File: config.mk
export PLATFORM = sky130hd
export DESIGN_NAME = uotg_status_power
export DESIGN_NICKNAME = d
export VERILOG_FILES = /design/src/uotg_status_power.v
export VERILOG_INCLUDE_DIRS = /design/src /design/src/src
export SDC_FILE = /design/constraint.sdc
export NUM_CORES = 1
export LEC_CHECK = 0
export BUFFER_PORTS_ARGS = -buffer_cell sky130_fd_sc_hd__buf_2
export CORE_MARGIN = 10
export CORE_UTILIZATION = 39
export CTS_BUF_LIST = sky130_fd_sc_hd__clkbuf_4 sky130_fd_sc_hd__clkbuf_8 sky130_fd_sc_hd__clkbuf_16
export CTS_CLUSTER_DIAMETER = 120
export DETAILED_ROUTE_END_ITERATION = 8
export PLACE_DENSITY = 0.68
export SLEW_MARGIN = 20
export SYNTH_ARGS = -nofsm -noshare
export SYNTH_HDL_FRONTEND = slang
export SYNTH_SLANG_ARGS = --single-unit
File: constraint.sdc
create_clock -name pclk -period 4.54 [get_ports pclk]
set_clock_uncertainty 0.2 [all_clocks]
set_input_delay 1.135 -clock pclk [delete_from_list [all_inputs] [get_ports pclk]]
set_output_delay 1.135 -clock pclk [all_outputs]
set_load 0.05 [all_outputs]
File: src/uotg_consts.vh
/*
  Constants for the USB OTG status, power and flag block: register offsets,
  field positions, reset values and timing counts.
  Assumes a 20 MHz pclk; included by bare name from the design file.
*/
`ifndef UOTG_CONSTS_VH
`define UOTG_CONSTS_VH

// Register byte offsets on the APB
`define UOTG_ADDR_W 4
`define UOTG_OFS_LINE_STATUS 4'h0
`define UOTG_OFS_LINE_CONTROL 4'h4
`define UOTG_OFS_POWER_CONTROL 4'h8
`define UOTG_OFS_FLAGS 4'hc

// Line status fields
`define UOTG_ST_IDENT 7
`define UOTG_ST_LSTABLE 5
`define UOTG_ST_SESVALID 3
`define UOTG_ST_B_SESSION_END_STATUS 2
`define UOTG_ST_VBUSVALID 0

// Line control fields
`define UOTG_CT_DPPU 7
`define UOTG_CT_DMPU 6
`define UOTG_CT_DPPD 5
`define UOTG_CT_DMPD 4
`define UOTG_CT_VBUS_POWER_ON 3
`define UOTG_CT_SWCTL 2
`define UOTG_CT_CHG 1
`define UOTG_CT_DIS 0
`define UOTG_CT_MASK 8'hff

// Power control fields
`define UOTG_PW_ACTPND 7
`define UOTG_PW_GUARD 4
`define UOTG_PW_BUSY 3
`define UOTG_PW_SUSP 1
`define UOTG_PW_OPEN 0
`define UOTG_PW_MASK 8'h13

// Flag fields
`define UOTG_FL_STALL 7
`define UOTG_FL_ATTACH 6
`define UOTG_FL_RESUME 5
`define UOTG_FL_IDLE 4
`define UOTG_FL_TOKEN 3
`define UOTG_FL_SOF 2
`define UOTG_FL_ERROR 1
`define UOTG_FL_RSTDET 0

`define UOTG_RST_BYTE 8'h00

// Times and counts at 20 MHz
`define UOTG_CLK_HZ 20000000
`define UOTG_STABLE_US 1000
`define UOTG_QUIET_NS 2500
`define UOTG_IDLE_US 3000
`define UOTG_STABLE_CYC ((`UOTG_STABLE_US * (`UOTG_CLK_HZ / 1000000)))
`define UOTG_QUIET_CYC ((`UOTG_QUIET_NS * (`UOTG_CLK_HZ / 1000000) + 999) / 1000)
`define UOTG_IDLE_CYC ((`UOTG_IDLE_US * (`UOTG_CLK_HZ / 1000000)))
`define UOTG_CNT_W 17
`define UOTG_BUSY_CYC 8'h04

`endif

File: src/uotg_status_power.v
/*
  USB OTG control and status logic: line status, line resistor and VBUS
  controls, power/suspend gating and the main event flags, behind APB.
  Assumes event inputs are single-cycle pulses synchronous to pclk and line
  indications already synchronised to pclk.
*/
// Function
// RULE1 - Identity bit reads 1 with no cable or B cable, 0 with A cable
// RULE2 - Line-stable bit set only after single-ended zero and J unchanged for 1 ms
// RULE3 - Session-valid bit follows VBUS above session-valid, A or B role
// RULE4 - As B-device, session-end bit set while VBUS below session-valid
// RULE5 - As A-device, VBUS-valid bit set while VBUS above session-valid
// RULE6 - Four resistor enables for D+/D- pull-ups and pull-downs, 1 connects
// RULE7 - Software line control on: resistors follow register, else hardware
// RULE8 - Separate VBUS charge and discharge controls, active at 1
// RULE9 - Activity-pending set by hardware while activity seen, flag not yet raised
// RULE10 - Sleep guard on blocks sleep during activity or pending flag
// RULE11 - Busy shows active, or disabled and not yet ready to re-enable
// RULE12 - Suspend gates the 48 MHz clock and idles the transceiver
// RULE13 - Operation disabled holds outputs inactive and releases the pins (sleep_block and status_fifo_advance are not gated by the enable)
// RULE14 - STALL flag on received STALL as host, sent STALL as device
// RULE15 - Attach flag needs host mode, 2.5 us quiet bus, not single-ended zero
// RULE16 - Resume flag after K-state present for 2.5 us
// RULE17 - Software keeps resume interrupt disabled outside suspend
// RULE18 - Idle flag after 3 ms or more of continuous idle bus
// RULE19 - Token-done flag on token finish; clearing it advances status FIFO
// RULE20 - SOF flag on received SOF as device, threshold reached as host
// RULE21 - Error summary flag only for error with its enable set
// RULE22 - Flag bit 0 is bus reset as device, detach as host
`timescale 1ns/1ns
`default_nettype none
`include "uotg_consts.vh"

module uotg_status_power
(
  input wire pclk,
  input wire presetn,
  input wire psel,
  input wire penable,
  input wire pwrite,
  input wire [31:0] paddr,
  input wire [31:0] pwdata,
  output reg [31:0] prdata,
  output wire pready,
  output wire pslverr,
  input wire cable_identity,
  input wire vbus_above_session,
  input wire a_device_role,
  input wire single_ended_zero,
  input wire j_state_indication,
  input wire k_state_indication,
  input wire host_mode_enable,
  input wire bus_activity,
  input wire hw_dplus_pullup,
  input wire hw_dminus_pullup,
  input wire hw_dplus_pulldown,
  input wire hw_dminus_pulldown,
  input wire stall_handshake,
  input wire token_finished,
  input wire sof_received,
  input wire sof_threshold,
  input wire [7:0] error_events,
  input wire [7:0] error_enables,
  input wire bus_reset_seen,
  input wire detach_seen,
  output reg dplus_pullup_en,
  output reg dminus_pullup_en,
  output reg dplus_pulldown_en,
  output reg dminus_pulldown_en,
  output reg vbus_power_on,
  output reg vbus_charge_en,
  output reg vbus_discharge_en,
  output reg usb_clk_enable,
  output reg xcvr_low_power,
  output reg pins_owned,
  output reg sleep_block,
  output reg status_fifo_advance
);

  localparam ST_OFF = 3'b001;
  localparam ST_ON = 3'b010;
  localparam ST_DRAIN = 3'b100;

  reg [7:0] line_ctrl;
  reg sleep_entry_guard;
  reg suspend_ctrl;
  reg operation_enable;
  reg [7:0] flags;
  reg [2:0] pstate;
  reg [7:0] drain_cnt;
  reg [`UOTG_CNT_W-1:0] stable_cnt;
  reg [`UOTG_CNT_W-1:0] quiet_cnt;
  reg [`UOTG_CNT_W-1:0] k_cnt;
  reg [`UOTG_CNT_W-1:0] idle_cnt;
  reg prev_se0;
  reg prev_j;
  reg line_state_stable;
  reg attach_armed;
  reg resume_armed;
  reg idle_armed;
  reg activity_pending;
  reg [7:0] next_flags;
  reg [7:0] flag_set;
  reg [31:0] rd_word;

  wire module_busy;
  wire wr_xfer;
  wire [7:0] wbyte;
  wire idle_bus;

  // Register select shared by write and read paths
  function sel_reg;
    input [31:0] addr;
    input [`UOTG_ADDR_W-1:0] ofs;
    begin
      sel_reg = (addr[31:`UOTG_ADDR_W] == {(32-`UOTG_ADDR_W){1'b0}}) &&
                (addr[`UOTG_ADDR_W-1:0] == ofs);
    end
  endfunction

  // Mapped address test, unmapped answers with pslverr
  function is_mapped;
    input [31:0] addr;
    begin
      is_mapped = sel_reg(addr, `UOTG_OFS_LINE_STATUS) |
                  sel_reg(addr, `UOTG_OFS_LINE_CONTROL) |
                  sel_reg(addr, `UOTG_OFS_POWER_CONTROL) |
                  sel_reg(addr, `UOTG_OFS_FLAGS);
    end
  endfunction

  assign pready = 1'b1;
  assign pslverr = psel & penable & ~is_mapped(paddr);
  assign wr_xfer = psel & penable & pwrite;
  assign wbyte = pwdata[7:0];
  assign idle_bus = j_state_indication & ~single_ended_zero;
  assign module_busy = (pstate != ST_OFF); // [RULE11]

  // Power sequencing: after disable, the block drains before re-enable
  always @(posedge pclk or negedge presetn)
  begin
    if (!presetn)
    begin
      pstate <= ST_OFF;
      drain_cnt <= 8'h00;
    end
    else
    begin
      case (pstate)
        ST_OFF:
        begin
          drain_cnt <= 8'h00;
          if (operation_enable)
            pstate <= ST_ON;
        end
        ST_ON:
        begin
          drain_cnt <= 8'h00;
          if (!operation_enable)
            pstate <= ST_DRAIN; // [RULE11]
        end
        ST_DRAIN:
        begin
          drain_cnt <= drain_cnt + 8'h01;
          if (drain_cnt == `UOTG_BUSY_CYC - 8'h01)
            pstate <= ST_OFF;
        end
        default:
        begin
          pstate <= ST_OFF;
          drain_cnt <= 8'h00;
        end
      endcase
    end
  end

  // Software-written registers
  always @(posedge pclk or negedge presetn)
  begin
    if (!presetn)
    begin
      line_ctrl <= `UOTG_RST_BYTE;
      sleep_entry_guard <= 1'b0;
      suspend_ctrl <= 1'b0;
      operation_enable <= 1'b0;
    end
    else if (wr_xfer)
    begin
      if (sel_reg(paddr, `UOTG_OFS_LINE_CONTROL))
        line_ctrl <= wbyte & `UOTG_CT_MASK;
      if (sel_reg(paddr, `UOTG_OFS_POWER_CONTROL))
      begin
        sleep_entry_guard <= wbyte[`UOTG_PW_GUARD];
        suspend_ctrl <= wbyte[`UOTG_PW_SUSP];
        operation_enable <= wbyte[`UOTG_PW_OPEN];
      end
    end
  end

  // Line state stability over 1 ms
  always @(posedge pclk or negedge presetn)
  begin
    if (!presetn)
    begin
      prev_se0 <= 1'b0;
      prev_j <= 1'b1;
      stable_cnt <= {`UOTG_CNT_W{1'b0}};
      line_state_stable <= 1'b0;
    end
    else
    begin
      prev_se0 <= single_ended_zero;
      prev_j <= j_state_indication;
      if ((prev_se0 != single_ended_zero) || (prev_j != j_state_indication))
      begin
        stable_cnt <= {`UOTG_CNT_W{1'b0}};
        line_state_stable <= 1'b0; // [RULE2]
      end
      else if (stable_cnt == `UOTG_STABLE_CYC - 1)
        line_state_stable <= 1'b1; // [RULE2]
      else
        stable_cnt <= stable_cnt + {{(`UOTG_CNT_W-1){1'b0}}, 1'b1};
    end
  end

  // Quiet, K-state and idle timers for attach, resume and idle detection
  always @(posedge pclk or negedge presetn)
  begin
    if (!presetn)
    begin
      quiet_cnt <= {`UOTG_CNT_W{1'b0}};
      k_cnt <= {`UOTG_CNT_W{1'b0}};
      idle_cnt <= {`UOTG_CNT_W{1'b0}};
      attach_armed <= 1'b1;
      resume_armed <= 1'b1;
      idle_armed <= 1'b1;
    end
    else
    begin
      if (bus_activity || single_ended_zero)
      begin
        quiet_cnt <= {`UOTG_CNT_W{1'b0}};
        attach_armed <= 1'b1;
      end
      else if (quiet_cnt != `UOTG_QUIET_CYC)
        quiet_cnt <= quiet_cnt + {{(`UOTG_CNT_W-1){1'b0}}, 1'b1};
      else
        attach_armed <= 1'b0;
      if (!k_state_indication)
      begin
        k_cnt <= {`UOTG_CNT_W{1'b0}};
        resume_armed <= 1'b1;
      end
      else if (k_cnt != `UOTG_QUIET_CYC)
        k_cnt <= k_cnt + {{(`UOTG_CNT_W-1){1'b0}}, 1'b1};
      else
        resume_armed <= 1'b0;
      if (!idle_bus)
      begin
        idle_cnt <= {`UOTG_CNT_W{1'b0}};
        idle_armed <= 1'b1;
      end
      else if (idle_cnt != `UOTG_IDLE_CYC)
        idle_cnt <= idle_cnt + {{(`UOTG_CNT_W-1){1'b0}}, 1'b1};
      else
        idle_armed <= 1'b0;
    end
  end

  // Flag sources; each fires once per qualifying condition
  always @*
  begin
    flag_set = 8'h00;
    flag_set[`UOTG_FL_STALL] = stall_handshake; // [RULE14]
    flag_set[`UOTG_FL_ATTACH] = host_mode_enable & attach_armed & ~single_ended_zero &
                                (quiet_cnt == `UOTG_QUIET_CYC); // [RULE15]
    flag_set[`UOTG_FL_RESUME] = resume_armed & (k_cnt == `UOTG_QUIET_CYC); // [RULE16]
    flag_set[`UOTG_FL_IDLE] = idle_armed & (idle_cnt == `UOTG_IDLE_CYC); // [RULE18]
    flag_set[`UOTG_FL_TOKEN] = token_finished; // [RULE19]
    flag_set[`UOTG_FL_SOF] = host_mode_enable ? sof_threshold : sof_received; // [RULE20]
    flag_set[`UOTG_FL_ERROR] = |(error_events & error_enables); // [RULE21]
    flag_set[`UOTG_FL_RSTDET] = host_mode_enable ? detach_seen : bus_reset_seen; // [RULE22]
    if (!operation_enable)
      flag_set = 8'h00;
  end

  // Write one to clear; a set in the same cycle wins
  always @*
  begin
    next_flags = flags;
    if (wr_xfer && sel_reg(paddr, `UOTG_OFS_FLAGS))
      next_flags = flags & ~wbyte;
    next_flags = next_flags | flag_set;
  end

  always @(posedge pclk or negedge presetn)
  begin
    if (!presetn)
    begin
      flags <= `UOTG_RST_BYTE;
      activity_pending <= 1'b0;
      status_fifo_advance <= 1'b0;
    end
    else
    begin
      flags <= next_flags;
      activity_pending <= bus_activity & operation_enable & ~(|flag_set); // [RULE9]
      status_fifo_advance <= wr_xfer & sel_reg(paddr, `UOTG_OFS_FLAGS) &
                             wbyte[`UOTG_FL_TOKEN] & flags[`UOTG_FL_TOKEN]; // [RULE19]
    end
  end

  // Pin-facing outputs, registered
  always @(posedge pclk or negedge presetn)
  begin
    if (!presetn)
    begin
      dplus_pullup_en <= 1'b0;
      dminus_pullup_en <= 1'b0;
      dplus_pulldown_en <= 1'b0;
      dminus_pulldown_en <= 1'b0;
      vbus_power_on <= 1'b0;
      vbus_charge_en <= 1'b0;
      vbus_discharge_en <= 1'b0;
      usb_clk_enable <= 1'b0;
      xcvr_low_power <= 1'b1;
      pins_owned <= 1'b0;
      sleep_block <= 1'b0;
    end
    else
    begin
      if (!operation_enable)
      begin
        dplus_pullup_en <= 1'b0; // [RULE13]
        dminus_pullup_en <= 1'b0;
        dplus_pulldown_en <= 1'b0;
        dminus_pulldown_en <= 1'b0;
        vbus_power_on <= 1'b0;
        vbus_charge_en <= 1'b0;
        vbus_discharge_en <= 1'b0;
      end
      else if (line_ctrl[`UOTG_CT_SWCTL])
      begin
        dplus_pullup_en <= line_ctrl[`UOTG_CT_DPPU]; // [RULE6] [RULE7]
        dminus_pullup_en <= line_ctrl[`UOTG_CT_DMPU];
        dplus_pulldown_en <= line_ctrl[`UOTG_CT_DPPD];
        dminus_pulldown_en <= line_ctrl[`UOTG_CT_DMPD];
        vbus_power_on <= line_ctrl[`UOTG_CT_VBUS_POWER_ON];
        vbus_charge_en <= line_ctrl[`UOTG_CT_CHG]; // [RULE8]
        vbus_discharge_en <= line_ctrl[`UOTG_CT_DIS];
      end
      else
      begin
        dplus_pullup_en <= hw_dplus_pullup; // [RULE7]
        dminus_pullup_en <= hw_dminus_pullup;
        dplus_pulldown_en <= hw_dplus_pulldown;
        dminus_pulldown_en <= hw_dminus_pulldown;
        vbus_power_on <= line_ctrl[`UOTG_CT_VBUS_POWER_ON];
        vbus_charge_en <= line_ctrl[`UOTG_CT_CHG]; // [RULE8]
        vbus_discharge_en <= line_ctrl[`UOTG_CT_DIS];
      end
      usb_clk_enable <= operation_enable & ~suspend_ctrl; // [RULE12] [RULE13]
      xcvr_low_power <= ~operation_enable | suspend_ctrl; // [RULE12]
      pins_owned <= operation_enable; // [RULE13]
      sleep_block <= sleep_entry_guard & (bus_activity | activity_pending |
                     (|flags)); // [RULE10]
    end
  end

  // Read mux
  always @*
  begin
    rd_word = 32'h00000000;
    if (sel_reg(paddr, `UOTG_OFS_LINE_STATUS))
    begin
      rd_word[`UOTG_ST_IDENT] = cable_identity; // [RULE1]
      rd_word[`UOTG_ST_LSTABLE] = line_state_stable;
      rd_word[`UOTG_ST_SESVALID] = vbus_above_session; // [RULE3]
      rd_word[`UOTG_ST_B_SESSION_END_STATUS] = ~a_device_role & ~vbus_above_session; // [RULE4]
      rd_word[`UOTG_ST_VBUSVALID] = a_device_role & vbus_above_session; // [RULE5]
    end
    else if (sel_reg(paddr, `UOTG_OFS_LINE_CONTROL))
      rd_word[7:0] = line_ctrl;
    else if (sel_reg(paddr, `UOTG_OFS_POWER_CONTROL))
    begin
      rd_word[`UOTG_PW_ACTPND] = activity_pending; // [RULE9]
      rd_word[`UOTG_PW_GUARD] = sleep_entry_guard;
      rd_word[`UOTG_PW_BUSY] = module_busy; // [RULE11]
      rd_word[`UOTG_PW_SUSP] = suspend_ctrl;
      rd_word[`UOTG_PW_OPEN] = operation_enable;
    end
    else if (sel_reg(paddr, `UOTG_OFS_FLAGS))
      rd_word[7:0] = flags;
  end

  always @(posedge pclk or negedge presetn)
  begin
    if (!presetn)
      prdata <= 32'h00000000;
    else if (psel && !penable && !pwrite)
      prdata <= rd_word;
  end

endmodule // uotg_status_power
`default_nettype wire

==> results of run 1 <==
-- logic make-up after synthesis --
logic type	Yosys count
adder cells (fa/ha/maj)	8
buffers and inverters	72
flip-flops	125
AND/OR/NAND/NOR	269
multiplexers	23
other	2
AO/OA/AOI/OAI	90
XOR/XNOR	51
-- Yosys cell counts (3+ instances only) --
cell	instances
a211oi_1	4
a21o_1	3
a21oi_1	21
a22oi_1	6
a31o_2	4
a31oi_1	8
and2_1	5
and3_1	8
and4_1	11
buf_4	26
clkbuf_1	17
dfrtp_1	119
dfstp_2	6
ha_1	8
inv_1	25
mux2_2	14
mux2i_1	8
nand2_1	40
nand2b_1	6
nand3_1	26
nand3b_1	3
nand4_1	26
nor2_1	73
nor3_1	17
nor4_1	21
nor4b_1	5
nor4bb_1	3
o21ai_0	20
o31ai_1	5
o41ai_1	4
or3_1	10
xnor2_1	26
xor2_1	25
-- worst max-delay path: stages --
cell     delay (ns)
buf_2          0.10
nor4_1         0.28
nand4_1        0.31
or2_1          0.46
and3_1         0.24
buf_2          0.21
-- where the power goes --
group          switching [mW]  internal (mW)
clock                   0.494          0.829
sequential            0.00804           1.12
combinational           0.118         0.0474
total                   0.620           2.00
-- registers in the layout, indices dropped and copies added, names as in the netlist, 3 cells and up --
| register | count |
|---|---|
| idle_cnt | 17 |
| k_cnt | 17 |
| quiet_cnt | 17 |
| stable_cnt | 17 |
| drain_cnt | 8 |
| flags | 8 |
| line_ctrl | 8 |
| prdata | 8 |
| pstate | 3 |
-- metal layers --
| layer | routed length (µm) | share of wire | track usage | vias up |
|---|---|---|---|---|
| met2 | 7156 | 0.47 | 0.2223 | 96 |
| li1 | - | - | - | 2442 |
| met4 | 218 | 0.014 | 0.04559 | 2 |
| met5 | 20 | 0.0013 | 0 | - |
| met3 | 728 | 0.048 | 0.04701 | 18 |
| met1 | 6984 | 0.46 | 0.1779 | 2366 |
-- cell type report --
type,instances,area share
repair buffers,101,0.06963
clock buffers,24,0.06664
well taps,216,0.03581
multi-input cells,466,0.3888
flip-flops and latches,125,0.4155
clock inverters,8,0.01078
inverters,26,0.01293
-- stage by stage --
step | power (mW) | hold slack [ns] | cells | utilization
final | 2.618 | 0.2669 | 966 | 0.4734
after global routing | 2.714 | 0.2906 | 966 | 0.4734
after CTS | 2.646 | 0.2724 | 966 | 0.4734
after detailed placement | 1.316 | 0.2640 | 934 | 0.4367
after global placement | 1.314 | 0.2577 | 934 | 0.4367
after floorplan | 1.258 | 0.1519 | 663 | -
-- worst max-delay path by stage --
stage / from / end / slack [ns]
global placement: paddr[15] / pslverr / 0.45
global route: paddr[11] / pslverr / 0.36
CTS: paddr[4] / pslverr / 0.48
finish: paddr[15] / pslverr / 0.48
floorplan: paddr[28] / pslverr / 0.80
detailed placement: paddr[4] / pslverr / 0.48
==> results.tsv, run 1 <==
stage	metric	value	unit
status	status	complete, no violations	
clock_tree	ctsHoldBuffers	0	
pwr	leakage	3.331	nW
pwr	power_density	346.9	mW/mm²
synth	ys_async_sr_fraction	1.000	
clock_tree	htree_num_levels	4	
synth	synth_top_family_by_area	simple AND/OR/NAND/NOR gates	
grt	antenna_found_initial	1	
timing	finalWorstSetupSlack	0.4807	ns
synth	syn_inst	640	
clock_tree	post_cts_buffers	0	
grt	grt_pass1_vias	4913	
detailed_routing	drt_iter0_drc	308	
critical_path	critPathKind	in -> out	
synth	synth_top_cell_by_area	dfrtp_1	
clock_tree	cts_tree	built	
floorplanning	start_util	0.3989	
timing	finalSetupViolCount	0	
critical_path	rrSetupSlack	2.26	ns
detailed_routing	vias	4924	
critical_path	end_kind	primary output	
synth	synth_edf_count	0	
pwr	vdd_ir_drop_max	284.9	µV
critical_path	rr_endpoint	flags[1]$_DFF_PN0_	
finish	regArea	0.003136	mm²
finish	layout_common_cells	119 x dfrtp_1, 98 x buf_2, 73 x nor2_1	
detailed_routing	drtPass1Iterations	5	
placed_design	placed_area	0.006963	mm²
synth	synth_compound_area_frac	0.09325	
synth	synth_top_area_frac	0.4682	
timing	period_minus_slack	4.059	ns
grt	gr-usage-all-layers	0.1408	
finish	multi_input_area	0.002934	mm²
finish	final_common_cell	dfrtp_1	
synth	synthMuxAreaShare	0.04092	
timing	tightest_slew	0.9617	ns
grt	grt_pass1_wl	25140	µm
clock_tree	insertion_delay	0.42	ns
timing	fin_setup_tns	0	ns
placed_design	place_congestion	0.8076	
critical_path	cp.arrival	2.72	ns
clock_tree	clk_path_buf_depth	2	
synth	synth_area_leaders	dfrtp_1 47%, nor2_1 4.3%, xnor2_1 3.6%	
min_path	hold_path_startpoint	resume_armed$_DFFE_PN1P_	
grt	grt-ovfl-total	0	
floorplanning	die_w	147.7	µm
timing	relSlewSlack	0.3498	
floorplanning	num_rows	46	
synth	synth_xor_area_frac	0.07023	
finish	fill_cells	1504	
clock_tree	numCtsBuffers	17	
job	cap_violations	0	
finish	n_antenna_cell	0	
min_path	min_path_type	reg -> reg	
detailed_routing	routed_wl	15110	µm
synth	yosys_warnings	0	
clock_tree	clkSinkCount	125	
min_path	min_to	resume_armed$_DFFE_PN1P_	
synth	ys_seq_area_frac	0.4930	
floorplanning	dieHeight	147.7	µm
placed_design	hpwlAfterDp	10870	µm
synth	synthAdderAreaFrac	0.01574	
synth	synth-seq-cells	125	
floorplanning	ios	149	
clock_tree	cts_resized	0	
synth	avgSynthCellArea	9.937	µm²
detailed_routing	drc	0	
timing	rsz0062_at_grt	false	
timing	finalHoldViolCount	0	
synth	yosys_most_used_dff	dfrtp_1	
critical_path	path_max_fanout	11	
placed_design	io_buffers	99	
critical_path	crit_required	3.20	ns
detailed_routing	wl_per_cell	15.64	µm
finish	drive_above_1_share	0.2187	
finish	nets	848	
detailed_routing	viasPerCell	5.097	
timing	finalMaxSlewViolations	0	
timing	maxClockFrequency	246.3	MHz
detailed_routing	route.antenna.remaining_nets	0	
finish	design_area	0.007547	mm²
clock_tree	clk_pin_slew_worst_paths	0.06	ns
floorplanning	core_area	0.01594	mm²
floorplanning	dieArea	0.02182	mm²
timing	fin_crit_sh	0.8941	
synth	ys_types	62	
min_path	hold_depth	2	
finish	syn_to_final_growth	18.67	%
placed_design	place_ws	0.4799	ns
critical_path	start_kind	input port	
clock_tree	cts-root-buf	clkbuf_16	
synth	netlist_area	0.006360	mm²
synth	synth-simple-area-share	0.2264	
critical_path	rr_worst_depth	4	
grt	grt_max_degree	71	
critical_path	reg2reg_from	operation_enable$_DFFE_PN0P_	
Power figures use the tool's default switching activity.
==> inputs of run 2 (changes only) <==
Settings changed: CORE_ASPECT_RATIO set to 0.8.
==> results.tsv, run 2 (synthesized netlist as in run 1, its figures left out) <==
stage	metric	value	unit	change
grt	gr-usage-all-layers	0.1420		+0.001173
timing	holdWs	0.2636	ns	-0.003268 ns
clock_tree	numCtsBuffers	17		unchanged
grt	grt-ovfl-total	0		unchanged
floorplanning	ios	149		unchanged
critical_path	critPathLaunch	paddr[28]		
status	status	complete, no violations		
detailed_routing	route.antenna.remaining_nets	0		unchanged
floorplanning	num_rows	41		-11%
floorplanning	die_w	162.8	µm	+10%
grt	grt_pass1_wl	25590	µm	+1.8%
critical_path	cp.arrival	2.66	ns	-0.06 ns
clock_tree	clkSinkCount	125		unchanged
detailed_routing	wl_per_cell	15.97	µm	+2.1%
timing	finalSetupViolCount	0		unchanged
detailed_routing	vias	5018		+1.9%
critical_path	rr_worst_depth	5		+1
clock_tree	cts_resized	0		unchanged
pwr	power.clock.fraction	0.539		+0.034
placed_design	hpwlAfterDp	10950	µm	+0.80%
placed_design	place_congestion	0.8466		+4.8%
critical_path	path_max_fanout	5		-6
timing	tightest_slew	0.9079	ns	-0.05378 ns
floorplanning	dieArea	0.02185	mm²	+0.15%
finish	final_common_cell	dfrtp_1		
pwr	power_density	369.0	mW/mm²	+6.3%
grt	grt_max_degree	93		+31%
finish	drive_above_1_share	0.2187		unchanged
timing	finalMaxSlewViolations	0		unchanged
finish	design_area	0.007624	mm²	+1.0%
critical_path	critPathKind	in -> out		
floorplanning	dieHeight	134.2	µm	-9.1%
timing	fin_crit_sh	0.8796		-0.01451
pwr	combPwrFrac	0.059		-0.004
finish	layout_common_cells	119 x dfrtp_1, 98 x buf_2, 73 x nor2_1		
pwr	seqPwrFrac	0.402		-0.030
detailed_routing	drt_iter0_drc	260		-16%
timing	maxClockFrequency	250.4	MHz	+1.7%
finish	syn_to_final_growth	19.87	%	
timing	period_minus_slack	3.993	ns	-0.06589 ns
detailed_routing	viasPerCell	5.200		+2.0%
timing	rsz0062_at_grt	false		
clock_tree	clk_pin_slew_worst_paths	0.06	ns	about the same
min_path	hold_depth	2		unchanged
timing	finalHoldViolCount	0		unchanged
pwr	p_int	2.191	mW	+9.7%
floorplanning	start_util	0.3999		+0.001004
clock_tree	cts_tree	built		
critical_path	setup.worst_path.end	pslverr		
critical_path	rrSetupSlack	2.25	ns	about the same
critical_path	rr_endpoint	quiet_cnt[16]$_DFFE_PN0P_		
finish	n_antenna_cell	0		unchanged
placed_design	io_buffers	99		unchanged
finish	nets	848		unchanged
clock_tree	post_cts_buffers	0		unchanged
timing	relSlewSlack	0.3862		+0.03636
clock_tree	cts-root-buf	clkbuf_16		
critical_path	start_kind	input port		
grt	antenna_found_initial	0		-1
timing	fin_setup_tns	0	ns	unchanged
min_path	min_path_type	reg -> reg		
detailed_routing	drtPass1Iterations	4		-1
detailed_routing	routed_wl	15410	µm	+2.0%
clock_tree	clk_path_buf_depth	2		unchanged
clock_tree	ctsHoldBuffers	0		unchanged
floorplanning	core_area	0.01590	mm²	-0.25%
pwr	p_sw	621.3	µW	+0.21%
pwr	leakage	3.372	nW	+1.2%
clock_tree	htree_num_levels	4		unchanged
critical_path	end_kind	primary output		
clock_tree	insertion_delay	0.41	ns	about the same
pwr	vdd_ir_drop_max	267.2	µV	-6.2%
grt	grt_pass1_vias	4995		+1.7%
placed_design	placed_area	0.006962	mm²	about the same
critical_path	crit_required	3.20	ns	about the same
critical_path	reg2reg_from	quiet_cnt[0]$_DFFE_PN0P_		
job	cap_violations	0		unchanged
pwr	p_sw_frac	0.2209		-0.01590
detailed_routing	drc	0		unchanged
[run 2: worst max-delay path, cell delays in order]
cell and delay [ns]:
buf_2 0.09, nor4_1 0.34, nand4_1 0.36, or2_1 0.34, and3_1 0.17, buf_2 0.21
[run 2: layout make-up]
cell class	count	area [µm²]
Clock buffer	22	475.5
Clock inverter	10	186.4
Fill cell	1503	8279
Inverter	26	97.59
Multi-Input combinational cell	466	2934
Sequential cell	125	3136
Tap cell	215	269.0
Timing Repair Buffer	101	525.5
[run 2: power groups by stage]
stage	sequential (mW)	clock (mW)	combinational (mW)
6_report	1.13	1.52	0.166
5_1_grt	1.13	1.58	0.183
4_1_cts	1.13	1.54	0.167
3_5_place_dp	1.15	0	0.166
3_3_place_gp	1.15	0	0.165
2_1_floorplan	1.15	0	0.110
[run 2: metal layers]
layer	part of all wire	vias to the layer above	routed length, µm	GRT usage
met5	0	-	0	0
met4	0.011	0	163	0.04200
met3	0.045	17	697	0.02966
met2	0.48	120	7384	0.2250
met1	0.46	2435	7166	0.1905
li1	-	2446	-	-
[run 2: through the flow]
step	worst slack, ns	util	power, mW	cells
after floorplan	0.7972	-	1.258	663
after global placement	0.6418	0.4378	1.314	933
after detailed placement	0.6185	0.4378	1.315	933
after CTS	0.5773	0.4794	2.832	965
after global routing	0.4665	0.4794	2.898	965
final	0.5466	0.4794	2.813	965
[run 2: worst min-delay path by stage]
stage               slack, ns                         start                        to
floorplan                0.15  operation_enable$_DFFE_PN0P_      pins_owned$_DFF_PN0_
detailed placement       0.26      resume_armed$_DFFE_PN1P_  resume_armed$_DFFE_PN1P_
global placement         0.25      resume_armed$_DFFE_PN1P_  resume_armed$_DFFE_PN1P_
finish                   0.26      resume_armed$_DFFE_PN1P_  resume_armed$_DFFE_PN1P_
global route             0.29         prdata[2]$_DFFE_PN0P_     prdata[2]$_DFFE_PN0P_
CTS                      0.27      resume_armed$_DFFE_PN1P_  resume_armed$_DFFE_PN1P_
